==> config.mk <==
export PLATFORM = sky130hd
export DESIGN_NAME = host_bus_dma_glue
export DESIGN_NICKNAME = d
export VERILOG_FILES = /design/src/verilog/host_bus_dma_glue.v
export VERILOG_INCLUDE_DIRS = /design/src /design/src/verilog
export SDC_FILE = /design/constraint.sdc
export NUM_CORES = 2
export LEC_CHECK = 0
export CAP_MARGIN = 20
export CORE_ASPECT_RATIO = 1.25
export CORE_UTILIZATION = 71
export CTS_BUF_LIST = sky130_fd_sc_hd__clkbuf_4
export CTS_CLUSTER_SIZE = 8
export DETAILED_ROUTE_END_ITERATION = 10
export DONT_BUFFER_PORTS = 1
export PLACE_DENSITY = 0.92
export SLEW_MARGIN = 5
export SYNTH_ARGS = -nofsm -noshare
export SYNTH_HDL_FRONTEND = slang
export SYNTH_SLANG_ARGS = --single-unit
==> constraint.sdc <==
create_clock -name clk_in -period 6.9 [get_ports clk_in]
set_input_delay 1.38 -clock clk_in [delete_from_list [all_inputs] [get_ports clk_in]]
set_output_delay 1.38 -clock clk_in [all_outputs]
set_load 0.02 [all_outputs]
==> src/verilog/host_bus_dma_glue_defs.vh <==
`ifndef HOST_BUS_DMA_GLUE_DEFS_VH
`define HOST_BUS_DMA_GLUE_DEFS_VH

// Wishbone byte offsets of the controller's registers and its memory window.
`define OFS_CTRL       12'h000
`define OFS_REG_CMD    12'h004
`define OFS_STATUS     12'h008
`define OFS_MEM_BASE   12'h400
`define OFS_MEM_MASK   12'hc00

// Control register fields.
`define CTRL_FAST_BIT  0
`define CTRL_LOOP_BIT  1
`define CTRL_DMAEN_BIT 2
`define CTRL_RESET     3'h0

// Register command fields: data, index, read flag.
`define CMD_DATA_LSB   0
`define CMD_INDEX_LSB  8
`define CMD_READ_BIT   12

// Status register fields.
`define ST_BUSY_BIT    0
`define ST_RDATA_LSB   8
`define ST_GRANT_BIT   16
`define ST_ACK_BIT     17
`define ST_DIR_BIT     18

// Timing.
`define CLK_MHZ        100
`define CPU_HALF_CYC   4'h4
`define STROBE_NS      100
`define SETUP_NS       30

`endif

==> src/verilog/host_bus_dma_glue.v <==
// Overview of operation
// - Host drives index, select, one strobe first.
// - Software readies transmit data before buffer-ready.
// - Software reserves receive memory before receive-ready.
// - Processor floats its bus during device ownership.
// - Transceivers reversed only on reads, DMA Out.
// - Latches drive when device owns; capture on In.
// - Processor samples request, floats, asserts grant.
// - Glue drives acknowledge low after delayed grant.
// - DMA In: output enable, capture, ack release.
// - Request release one interface cycle later when fast.
// - Grant and output enable drop on falling edge.
// - DMA Out write enable for one interface cycle.
// - Grant returns high at next falling clock edge.
// - Memory strobes active only for matching cycles.
// - Delayed grant lags grant one cycle falling; in fast mode the lag is half or one interface cycle.
// - Second and third request stages lag release.
// - Interface clock is processor clock or half.
// - Loop control blocks modem RTS, loops to CTS.
// - Fast mode picks half clock and third stage.
`default_nettype none
`include "host_bus_dma_glue_defs.vh"

module host_bus_dma_glue (
	input  wire        clk_in,
	input  wire        rst_in,
	input  wire        ce_in,
	input  wire        wb_cyc_in,
	input  wire        wb_stb_in,
	input  wire        wb_we_in,
	input  wire [11:0] wb_adr_in,
	input  wire [3:0]  wb_sel_in,
	input  wire [31:0] wb_dat_in,
	output reg  [31:0] wb_dat_out,
	output reg         wb_ack_out,
	input  wire [7:0]  cpu_data_lines_in,
	output reg  [7:0]  cpu_data_lines_out,
	output reg         cpu_data_lines_oe_n_out,
	output reg  [3:0]  reg_index_lines_out,
	output reg         dev_select_n_out,
	output reg         reg_write_strobe_n_out,
	output reg         reg_read_strobe_n_out,
	input  wire        dma_request_n_in,
	input  wire        dma_out_dir_in,
	input  wire [15:0] dma_addr_lines_in,
	output reg         dma_ack_n_out,
	output reg         cpu_bus_request_n_out,
	output reg         cpu_bus_grant_n_out,
	output reg         grant_delayed_n_out,
	output reg         request_stage1_n_out,
	output reg         request_stage2_n_out,
	output reg         request_stage3_n_out,
	output reg         mem_output_en_n_out,
	output reg         mem_write_en_n_out,
	output reg         mem_decode_en_n_out,
	output reg         dma_mem_read_strobe_n_out,
	output reg         addr_latch_drive_n_out,
	output reg         xcvr_toward_cpu_n_out,
	output reg         internal_loop_ctl_out,
	output reg         cpu_clk_out,
	output reg         half_cpu_clk_out,
	output reg         if_clk_out,
	input  wire        dev_rts_n_in,
	input  wire        modem_cts_n_in,
	output reg         modem_rts_n_out,
	output reg         dev_cts_n_out
);

	// Cycle counts from the strobe and setup times, rounded up.
	localparam integer STROBE_I   = (`STROBE_NS * `CLK_MHZ + 999) / 1000;
	localparam integer SETUP_I    = (`SETUP_NS * `CLK_MHZ + 999) / 1000;
	localparam [7:0]   STROBE_CYC = STROBE_I[7:0];
	localparam [7:0]   SETUP_CYC  = SETUP_I[7:0];

	// Processor bus ownership states.
	localparam [1:0] C_RUN  = 2'h0;
	localparam [1:0] C_SEEN = 2'h1;
	localparam [1:0] C_HELD = 2'h2;
	localparam [1:0] C_REL  = 2'h3;

	// DMA glue states.
	localparam [2:0] D_IDLE = 3'h0;
	localparam [2:0] D_ACK  = 3'h1;
	localparam [2:0] D_IN   = 3'h2;
	localparam [2:0] D_WR   = 3'h3;
	localparam [2:0] D_END  = 3'h4;
	localparam [2:0] D_DONE = 3'h5;

	// Register access states.
	localparam [1:0] R_IDLE  = 2'h0;
	localparam [1:0] R_SETUP = 2'h1;
	localparam [1:0] R_STRB  = 2'h2;
	localparam [1:0] R_HOLD  = 2'h3;

	// Filter for pin inputs: accept a value once stages two and three agree.
	function [27:0] settle;
		input [27:0] s2;
		input [27:0] s3;
		input [27:0] old;
		integer i;
		begin
			for (i = 0; i < 28; i = i + 1)
				settle[i] = (s2[i] == s3[i]) ? s3[i] : old[i];
		end
	endfunction

	reg  [27:0] sync1_q;
	reg  [27:0] sync2_q;
	reg  [27:0] sync3_q;
	reg  [27:0] pin_q;
	reg  [2:0]  ctrl_q;
	reg  [12:0] cmd_q;
	reg         cmd_pend_q;
	reg  [7:0]  rdata_q;
	reg  [3:0]  div_q;
	reg  [1:0]  cst_q;
	reg  [2:0]  dst_q;
	reg  [1:0]  rst_q;
	reg  [7:0]  rcnt_q;
	reg  [15:0] addr_cap_q;
	reg  [7:0]  mem_q [0:255];

	wire        drq_s   = pin_q[0];
	wire        dir_s   = pin_q[1];
	wire        rts_s   = pin_q[2];
	wire [15:0] addr_s  = pin_q[18:3];
	wire [7:0]  data_s  = pin_q[26:19];
	wire        cts_s   = pin_q[27];
	wire        fast    = ctrl_q[`CTRL_FAST_BIT];
	wire        wrap    = (div_q == `CPU_HALF_CYC - 4'h1);
	wire        cpu_ris = wrap & ~cpu_clk_out;
	wire        cpu_fal = wrap & cpu_clk_out;
	// Interface clock edges: processor clock or its half.
	wire        if_ris  = fast ? (cpu_ris & ~half_cpu_clk_out)
			: cpu_ris;
	wire        if_fal  = fast ? (cpu_ris & half_cpu_clk_out)
			: cpu_fal;
	wire        wb_req  = wb_cyc_in & wb_stb_in & ~wb_ack_out;
	wire        is_mem  = (wb_adr_in & `OFS_MEM_MASK) == `OFS_MEM_BASE;
	wire [7:0]  mem_idx = wb_adr_in[9:2];
	wire        owned   = ~cpu_bus_grant_n_out;

	// Pin synchronisers, three stages each.
	always @(posedge clk_in) begin
		if (rst_in) begin
			sync1_q <= 28'hfffffff;
			sync2_q <= 28'hfffffff;
			sync3_q <= 28'hfffffff;
			pin_q   <= 28'hfffffff;
		end else if (ce_in) begin
			sync1_q <= {modem_cts_n_in, cpu_data_lines_in, dma_addr_lines_in,
				dev_rts_n_in, dma_out_dir_in, dma_request_n_in};
			sync2_q <= sync1_q;
			sync3_q <= sync2_q;
			pin_q   <= settle(sync2_q, sync3_q, pin_q);
		end
	end

	// Wishbone slave: one-cycle answer, unmapped reads give zero.
	always @(posedge clk_in) begin
		if (rst_in) begin
			wb_ack_out <= 1'b0;
			wb_dat_out <= 32'h00000000;
			ctrl_q     <= `CTRL_RESET;
			cmd_q      <= 13'h0000;
			cmd_pend_q <= 1'b0;
		end else if (ce_in) begin
			wb_ack_out <= wb_req;
			wb_dat_out <= 32'h00000000;
			if (rst_q == R_SETUP)
				cmd_pend_q <= 1'b0;
			if (wb_req && wb_we_in) begin
				if (wb_adr_in == `OFS_CTRL && wb_sel_in[0])
					ctrl_q <= wb_dat_in[2:0];
				if (wb_adr_in == `OFS_REG_CMD &&
						wb_sel_in[1:0] == 2'h3 && !cmd_pend_q &&
						rst_q == R_IDLE) begin
					cmd_q      <= wb_dat_in[12:0];
					cmd_pend_q <= 1'b1;
				end
			end else if (wb_req) begin
				if (wb_adr_in == `OFS_CTRL)
					wb_dat_out <= {29'h0, ctrl_q};
				else if (wb_adr_in == `OFS_REG_CMD)
					wb_dat_out <= {19'h0, cmd_q};
				else if (wb_adr_in == `OFS_STATUS)
					wb_dat_out <= {13'h0, dir_s, ~dma_ack_n_out,
						owned, rdata_q, 7'h0,
						cmd_pend_q | (rst_q != R_IDLE)};
				else if (is_mem)
					wb_dat_out <= {24'h0, mem_q[mem_idx]};
			end
		end
	end

	// System memory shared by software and the DMA glue.
	always @(posedge clk_in) begin
		if (ce_in && !rst_in) begin
			if (dst_q == D_WR && if_ris)
				mem_q[addr_s[7:0]] <= data_s;
			else if (wb_req && wb_we_in && is_mem && wb_sel_in[0])
				mem_q[mem_idx] <= wb_dat_in[7:0];
		end
	end

	// Clock generation and modem loop gating.
	always @(posedge clk_in) begin
		if (rst_in) begin
			div_q                 <= 4'h0;
			cpu_clk_out           <= 1'b0;
			half_cpu_clk_out      <= 1'b0;
			if_clk_out            <= 1'b0;
			internal_loop_ctl_out <= 1'b0;
			modem_rts_n_out       <= 1'b1;
			dev_cts_n_out         <= 1'b1;
		end else if (ce_in) begin
			div_q <= wrap ? 4'h0 : div_q + 4'h1;
			if (wrap)
				cpu_clk_out <= ~cpu_clk_out;
			if (cpu_ris)
				half_cpu_clk_out <= ~half_cpu_clk_out;
			if (if_ris)
				if_clk_out <= 1'b1;
			else if (if_fal)
				if_clk_out <= 1'b0;
			internal_loop_ctl_out <= ctrl_q[`CTRL_LOOP_BIT];
			// Loop-back holds the modem off and returns RTS to CTS.
			modem_rts_n_out <= ctrl_q[`CTRL_LOOP_BIT] ? 1'b1
				: rts_s;
			dev_cts_n_out   <= ctrl_q[`CTRL_LOOP_BIT] ? rts_s
				: cts_s;
		end
	end

	// Request stages, processor ownership, and DMA cycle sequencing.
	always @(posedge clk_in) begin
		if (rst_in) begin
			request_stage1_n_out      <= 1'b1;
			request_stage2_n_out      <= 1'b1;
			request_stage3_n_out      <= 1'b1;
			cpu_bus_request_n_out     <= 1'b1;
			cpu_bus_grant_n_out       <= 1'b1;
			grant_delayed_n_out       <= 1'b1;
			cst_q                     <= C_RUN;
			dst_q                     <= D_IDLE;
			dma_ack_n_out             <= 1'b1;
			mem_output_en_n_out       <= 1'b1;
			mem_write_en_n_out        <= 1'b1;
			mem_decode_en_n_out       <= 1'b1;
			dma_mem_read_strobe_n_out <= 1'b1;
			addr_latch_drive_n_out    <= 1'b1;
			addr_cap_q                <= 16'h0000;
		end else if (ce_in) begin
			// Stage one follows the device request directly.
			request_stage1_n_out <= drq_s;
			// Later stages fall at once, rise on an interface edge.
			if (!request_stage1_n_out)
				request_stage2_n_out <= 1'b0;
			else if (if_ris)
				request_stage2_n_out <= 1'b1;
			if (!request_stage2_n_out)
				request_stage3_n_out <= 1'b0;
			else if (if_ris)
				request_stage3_n_out <= 1'b1;
			cpu_bus_request_n_out <= fast ? request_stage3_n_out
				: request_stage2_n_out;

			// Processor: sample at rise, float next rise, release at fall.
			case (cst_q)
			C_RUN: begin
				if (cpu_ris && !cpu_bus_request_n_out &&
						ctrl_q[`CTRL_DMAEN_BIT] && rst_q == R_IDLE &&
						!cmd_pend_q)
					cst_q <= C_SEEN;
			end
			C_SEEN: begin
				if (cpu_ris) begin
					cpu_bus_grant_n_out <= 1'b0;
					cst_q               <= C_HELD;
				end
			end
			C_HELD: begin
				if (if_ris && cpu_bus_request_n_out)
					cst_q <= C_REL;
			end
			C_REL: begin
				if (cpu_fal) begin
					cpu_bus_grant_n_out <= 1'b1;
					cst_q               <= C_RUN;
				end
			end
			default: cst_q <= C_RUN;
			endcase

			// Delayed grant: falls on the next interface rise after grant, rises at once.
			// Grant moves on a processor clock rise, so in fast mode the lag may be half an interface cycle.
			if (cpu_bus_grant_n_out)
				grant_delayed_n_out <= 1'b1;
			else if (if_ris)
				grant_delayed_n_out <= 1'b0;
			// Address latches drive only while the device owns the bus.
			addr_latch_drive_n_out <= grant_delayed_n_out;

			case (dst_q)
			D_IDLE: begin
				if (if_ris && !grant_delayed_n_out &&
						!cpu_bus_grant_n_out) begin
					dma_ack_n_out <= 1'b0;
					dst_q         <= D_ACK;
				end
			end
			D_ACK: begin
				if (if_ris && !dir_s) begin
					dma_mem_read_strobe_n_out <= 1'b0;
					mem_output_en_n_out       <= 1'b0;
					mem_decode_en_n_out       <= 1'b0;
					addr_cap_q                <= addr_s;
					dst_q                     <= D_IN;
				end else if (if_ris) begin
					mem_write_en_n_out  <= 1'b0;
					mem_decode_en_n_out <= 1'b0;
					dst_q               <= D_WR;
				end
			end
			D_IN: begin
				if (if_fal) begin
					dma_ack_n_out <= 1'b1;
					dst_q         <= D_DONE;
				end
			end
			D_WR: begin
				if (if_ris) begin
					mem_write_en_n_out <= 1'b1;
					dst_q              <= D_END;
				end
			end
			D_END: begin
				if (if_fal) begin
					dma_ack_n_out       <= 1'b1;
					mem_decode_en_n_out <= 1'b1;
					dst_q               <= D_DONE;
				end
			end
			D_DONE: begin
				// Read strobes end with the grant on the clock fall.
				if (cst_q == C_REL && cpu_fal) begin
					dma_mem_read_strobe_n_out <= 1'b1;
					mem_output_en_n_out       <= 1'b1;
					mem_decode_en_n_out       <= 1'b1;
					dst_q                     <= D_IDLE;
				end else if (cpu_bus_grant_n_out) begin
					dma_mem_read_strobe_n_out <= 1'b1;
					mem_output_en_n_out       <= 1'b1;
					mem_decode_en_n_out       <= 1'b1;
					dst_q                     <= D_IDLE;
				end
			end
			default: dst_q <= D_IDLE;
			endcase
		end
	end

	// Register access sequencer and data transceiver control.
	always @(posedge clk_in) begin
		if (rst_in) begin
			rst_q                   <= R_IDLE;
			rcnt_q                  <= 8'h00;
			rdata_q                 <= 8'h00;
			reg_index_lines_out     <= 4'h0;
			dev_select_n_out        <= 1'b1;
			reg_write_strobe_n_out  <= 1'b1;
			reg_read_strobe_n_out   <= 1'b1;
			cpu_data_lines_out      <= 8'h00;
			cpu_data_lines_oe_n_out <= 1'b1;
			xcvr_toward_cpu_n_out   <= 1'b1;
		end else if (ce_in) begin
			case (rst_q)
			R_IDLE: begin
				// Glue drives memory data to the device on DMA In.
				cpu_data_lines_out      <= mem_q[addr_cap_q[7:0]];
				cpu_data_lines_oe_n_out <= ~(dst_q == D_IN ||
					(dst_q == D_DONE && !mem_output_en_n_out));
				// DMA Out reverses the bus from acknowledge to its end.
				xcvr_toward_cpu_n_out   <= ~(dst_q == D_WR ||
					dst_q == D_END || (dst_q == D_ACK && dir_s));
				if (cmd_pend_q && cst_q == C_RUN &&
						cpu_bus_grant_n_out && dst_q == D_IDLE) begin
					reg_index_lines_out <=
						cmd_q[`CMD_INDEX_LSB+3:`CMD_INDEX_LSB];
					dev_select_n_out    <= 1'b0;
					cpu_data_lines_out  <=
						cmd_q[`CMD_DATA_LSB+7:`CMD_DATA_LSB];
					cpu_data_lines_oe_n_out <= cmd_q[`CMD_READ_BIT];
					xcvr_toward_cpu_n_out   <=
						~cmd_q[`CMD_READ_BIT];
					rcnt_q <= SETUP_CYC;
					rst_q  <= R_SETUP;
				end
			end
			R_SETUP: begin
				if (rcnt_q > 8'h01)
					rcnt_q <= rcnt_q - 8'h01;
				else begin
					// One strobe falls after index and select settle.
					reg_read_strobe_n_out  <=
						~cmd_q[`CMD_READ_BIT];
					reg_write_strobe_n_out <=
						cmd_q[`CMD_READ_BIT];
					rcnt_q <= STROBE_CYC;
					rst_q  <= R_STRB;
				end
			end
			R_STRB: begin
				if (rcnt_q > 8'h01)
					rcnt_q <= rcnt_q - 8'h01;
				else begin
					// Read data is taken while the strobe is still low.
					if (cmd_q[`CMD_READ_BIT])
						rdata_q <= data_s;
					reg_read_strobe_n_out  <= 1'b1;
					reg_write_strobe_n_out <= 1'b1;
					rst_q                  <= R_HOLD;
				end
			end
			R_HOLD: begin
				// Select and data hold one cycle past the strobe rise.
				dev_select_n_out        <= 1'b1;
				cpu_data_lines_oe_n_out <= 1'b1;
				xcvr_toward_cpu_n_out   <= 1'b1;
				rst_q                   <= R_IDLE;
			end
			default: rst_q <= R_IDLE;
			endcase
		end
	end

endmodule // host_bus_dma_glue
`default_nettype wire

==> reports/results.ini, run 1 <==
[logic_synthesis]
seq_area_frac_synth_pct=63.0
synthArstFlopShare_pct=0
synth_cells=5452
synth.distinct_cells=75
netlist_area_um2=104000
synth_seq_cells=2242
yosysWarnings=0
synthFlopType=edfxtp_1
synth_edf_count=2048
yosysMostFrequentCell=edfxtp_1
synth_area_leaders=edfxtp_1, mux4_2, dfxtp_1
netlist_top_cells_count=edfxtp_1, mux4_2, nor2_1
yosysTopAreaCell=edfxtp_1
synth_top_area_share_pct=59.3
synth_area_per_cell_um2=19.0

[clock_network]
cts.repair.resized=0
clock_sinks=2242
cts_htree_levels=6
postCtsSetupRepairBufs=0
ctsLongestPathBuffers=4
numCtsBuffers=545
cts-root-buf=clkbuf_4
cts_hold_buf=0

[floorplanning]
io-pin-count=150
die_h_um=429
die_x_um=344
num_rows=156
start_util_pct=71.7

[run_status]
stop_error=[ERROR GRT-0232] Routing congestion too high. Check the congestion heatmap in the GUI.
failed_stage=global routing (5_1_grt)
outcome=aborted with a tool error

[place]
globalplace.congestion=1.07
place_area_um2=106000
post-place-cells=7101
port_buffers=0
dp_hpwl_um=219000

[grt]
grt_max_degree=556
track_usage_pct=63.2
antenna_found_initial=72
globalRouteOverflowTotal=46

## logic make-up after synthesis
kind of cell	Yosys count	synth area share [%]
other cells	1	0.00361
compound gates	513	3.19
fa+ha+maj	11	0.133
buf+inv	475	2.31
xor+xnor	8	0.0675
mux	1420	27.9
flops	2242	63.0
simple gates	782	3.34
## stage by stage
step,worst slack (ns),hold WS [ns]
floorplan,1.90,0.430
global placement,1.32,0.445
detailed placement,1.04,0.455
CTS,1.50,0.00149
## layer usage
metal	overflow	global-route usage, %
met4	23	58.5
met3	2	51.1
met2	21	78.9
met1	0	61.8
met5	0	30.2
==> run 2, diff against run 1 <==
CORE_ASPECT_RATIO = default   (was 1.25)
CORE_UTILIZATION = 40   (was 71)
CTS_BUF_LIST = default   (was sky130_fd_sc_hd__clkbuf_4)
CTS_CLUSTER_SIZE = default   (was 8)
PLACE_DENSITY = default   (was 0.92)
PLACE_DENSITY_LB_ADDON = 0.15   (was default)
==> reports/results.ini, run 2 <==
[run_status]
outcome=finished with violations  ; was aborted with a tool error
violations=slew limit

[sta]
finalHoldViolCount=0
worst_clock_skew_ns=0.0420
drv_slew=189
setup_tns_ns=0
finalCritPeriodShare_pct=84.2
max_freq_mhz=172
period_minus_slack_ns=5.81
slew-limit-headroom_pct=-46.4
worst_pin_slew_ns=2.20
setup_viol=0
rsz0062_at_grt=false

[pwr]
finalPower_mw=29.0
power.density_nw_per_um2=249
vdd_ir_drop_max_v=0.000271
p_leak_nw=35.2

[route]
wirelength_um=344000
dr_wl_met3_um=29400
num_vias=58700
m1WireLength_um=140000
dr.max_layer_used=met5
dr.pass1.iters=6
drc=0
wl_met2_um=162000
antenna_left=0
wire_per_inst_um=37.5
drt_iter0_drc=7178
via_per_inst=6.40

[logic_synthesis]
synth.distinct_cells=75  ; unchanged
synthFlopType=edfxtp_1  ; unchanged
synth_seq_cells=2242  ; unchanged
synth_cells=5452  ; unchanged
netlist_top_cells_count=edfxtp_1, mux4_2, nor2_1  ; unchanged
synth_top_area_share_pct=59.3  ; unchanged
synth_area_leaders=edfxtp_1, mux4_2, dfxtp_1  ; unchanged
synth_area_per_cell_um2=19.0  ; unchanged
yosysWarnings=0  ; unchanged
synthArstFlopShare_pct=0  ; unchanged
yosysTopAreaCell=edfxtp_1  ; unchanged
synth_edf_count=2048  ; unchanged
yosysMostFrequentCell=edfxtp_1  ; unchanged
seq_area_frac_synth_pct=63.0  ; unchanged
netlist_area_um2=104000  ; unchanged

[floorplanning]
die_h_um=511  ; was 429 µm
die_x_um=511  ; was 344 µm
core_um2=257000
start_util_pct=40.3  ; was 71.7%
num_rows=186  ; was 156
io-pin-count=150  ; unchanged
dieArea_um2=261000

[grt]
grt_pass1_wl_um=477000
grt_max_degree=461
grt_pass1_vias=58300
globalRouteOverflowTotal=0
antenna_found_initial=11
track_usage_pct=26.2

[clock_network]
cts_tree=built
postCtsSetupRepairBufs=0  ; unchanged
cts.repair.resized=0  ; unchanged
cts_htree_levels=4  ; was 6
cts_hold_buf=0  ; unchanged
ctsLongestPathBuffers=3  ; was 4
clkTransAtPathRegs_ns=0.06
clk_latency_ns=0.90
clock_sinks=2242  ; unchanged
cts-root-buf=clkbuf_16  ; was clkbuf_4
numCtsBuffers=239  ; was 545

[place]
dp_hpwl_um=221000  ; was 219000 µm
globalplace.congestion=0.923  ; was 1.07
place_area_um2=109000  ; was 106000 µm²
post-place-cells=8704  ; was 7101
port_buffers=0  ; unchanged

[final_layout]
final_cells=9163
fill_cells=21800
final_cell_mix=edfxtp_1, mux4_2, nor2_1, buf_4, clkbuf_16
area_growth_pct=12.4
top_register=mem_q
layout-drive-gt1-share_pct=32.9
num-nets-final=5656
largest_register_ffs=2048
layout_commonest_cell=edfxtp_1
fin_area_um2=117000

[job]
timing.max_cap.violations=0

[critical_path]
worstSetupPathType=in -> reg
worstSetupStartpointType=input pin
cp-end-kind=flop
cp_max_fo=129
cp.required_ns=7.70
rr_worst_depth=9
crit_arrival_ns=6.61

[worst_hold_path]
min_delay_path_depth=2
min_path_type=reg -> reg

==> run 2: cell counts after synthesis <==
Identical to the previous run, type by type.
==> run 2: worst paths after layout <==
check / start / end / slack, ns
worst max-delay path: wb_adr_in[2] / wb_dat_out[0] / 1.09
worst min-delay path: sync3_q[26] / sync3_q[26] / 0.46
worst max register to register: dst_q[0] / mem_q[176][3] / 1.67
worst min register to register: sync3_q[26] / sync3_q[26] / 0.46
==> run 2: report_power, final <==
part           switching (mW)  leakage, nW  total, mW  internal [mW]
clock network            5.59         3.93       13.3           7.71
logic                   0.613         11.9       1.06          0.442
registers              0.0281         19.4       14.7           14.6
total                    6.23         35.2       29.0           22.8
==> run 2: area by class of cell <==
type / instances / area, µm² / share of cell area (%)
flip-flops and latches: 2242 / 65400 / 56.1
multi-input cells: 2747 / 36300 / 31.1
clock buffers: 314 / 6550 / 5.61
well taps: 3384 / 4230 / 3.63
repair buffers: 297 / 2540 / 2.18
clock inverters: 138 / 1490 / 1.28
inverters: 36 / 143 / 0.122
diodes: 5 / 12.5 / 0.0107
==> run 2: kinds of logic (layout without fill, tap and decap cells) <==
group	after synthesis	count (layout)	share of synthesized area (%)
xor gates and xnor gates	8	8	0.0675
other	1	18	0.00361
buffers and inverters	475	785	2.31
adders and majority gates	11	11	0.133
AOI/OAI and AO/OA	513	513	3.19
and+or+nand+nor	782	782	3.34
muxes	1420	1420	27.9
DFF	2242	2242	63.0
==> run 2: worst max-delay path, cell delays in order <==
cell     delay (ns)
buf_16         0.56
buf_16         0.56
buf_16         0.62
mux4_2         0.62
a22oi_1        0.53
a21oi_1        0.19
nor4_1         0.32
nor2_1         0.23
nor4_1         0.33
buf_4          0.22
o22ai_1        0.11
a32o_1         0.23
==> run 2: routing by layer <==
| metal | vias up | GRT usage, % |
|---|---|---|
| met5 | - | 0 |
| met4 | 8 | 8.62 |
| met3 | 507 | 5.25 |
| met2 | 2781 | 41.0 |
| met1 | 32100 | 36.6 |
| li1 | 23300 | - |
==> run 2: stage by stage <==
| stage | hold WS [ns] | utilization (%) | setup WS, ns |
|---|---|---|---|
| floorplan | 0.430 | - | 1.90 |
| global placement | 0.448 | 42.1 | 1.21 |
| detailed placement | 0.447 | 42.2 | 0.161 |
| CTS | 0.457 | 45.3 | 1.11 |
| global route | 0.484 | 45.3 | 0.758 |
| finish | 0.455 | 45.3 | 1.09 |
Power figures use the tool's default switching activity.
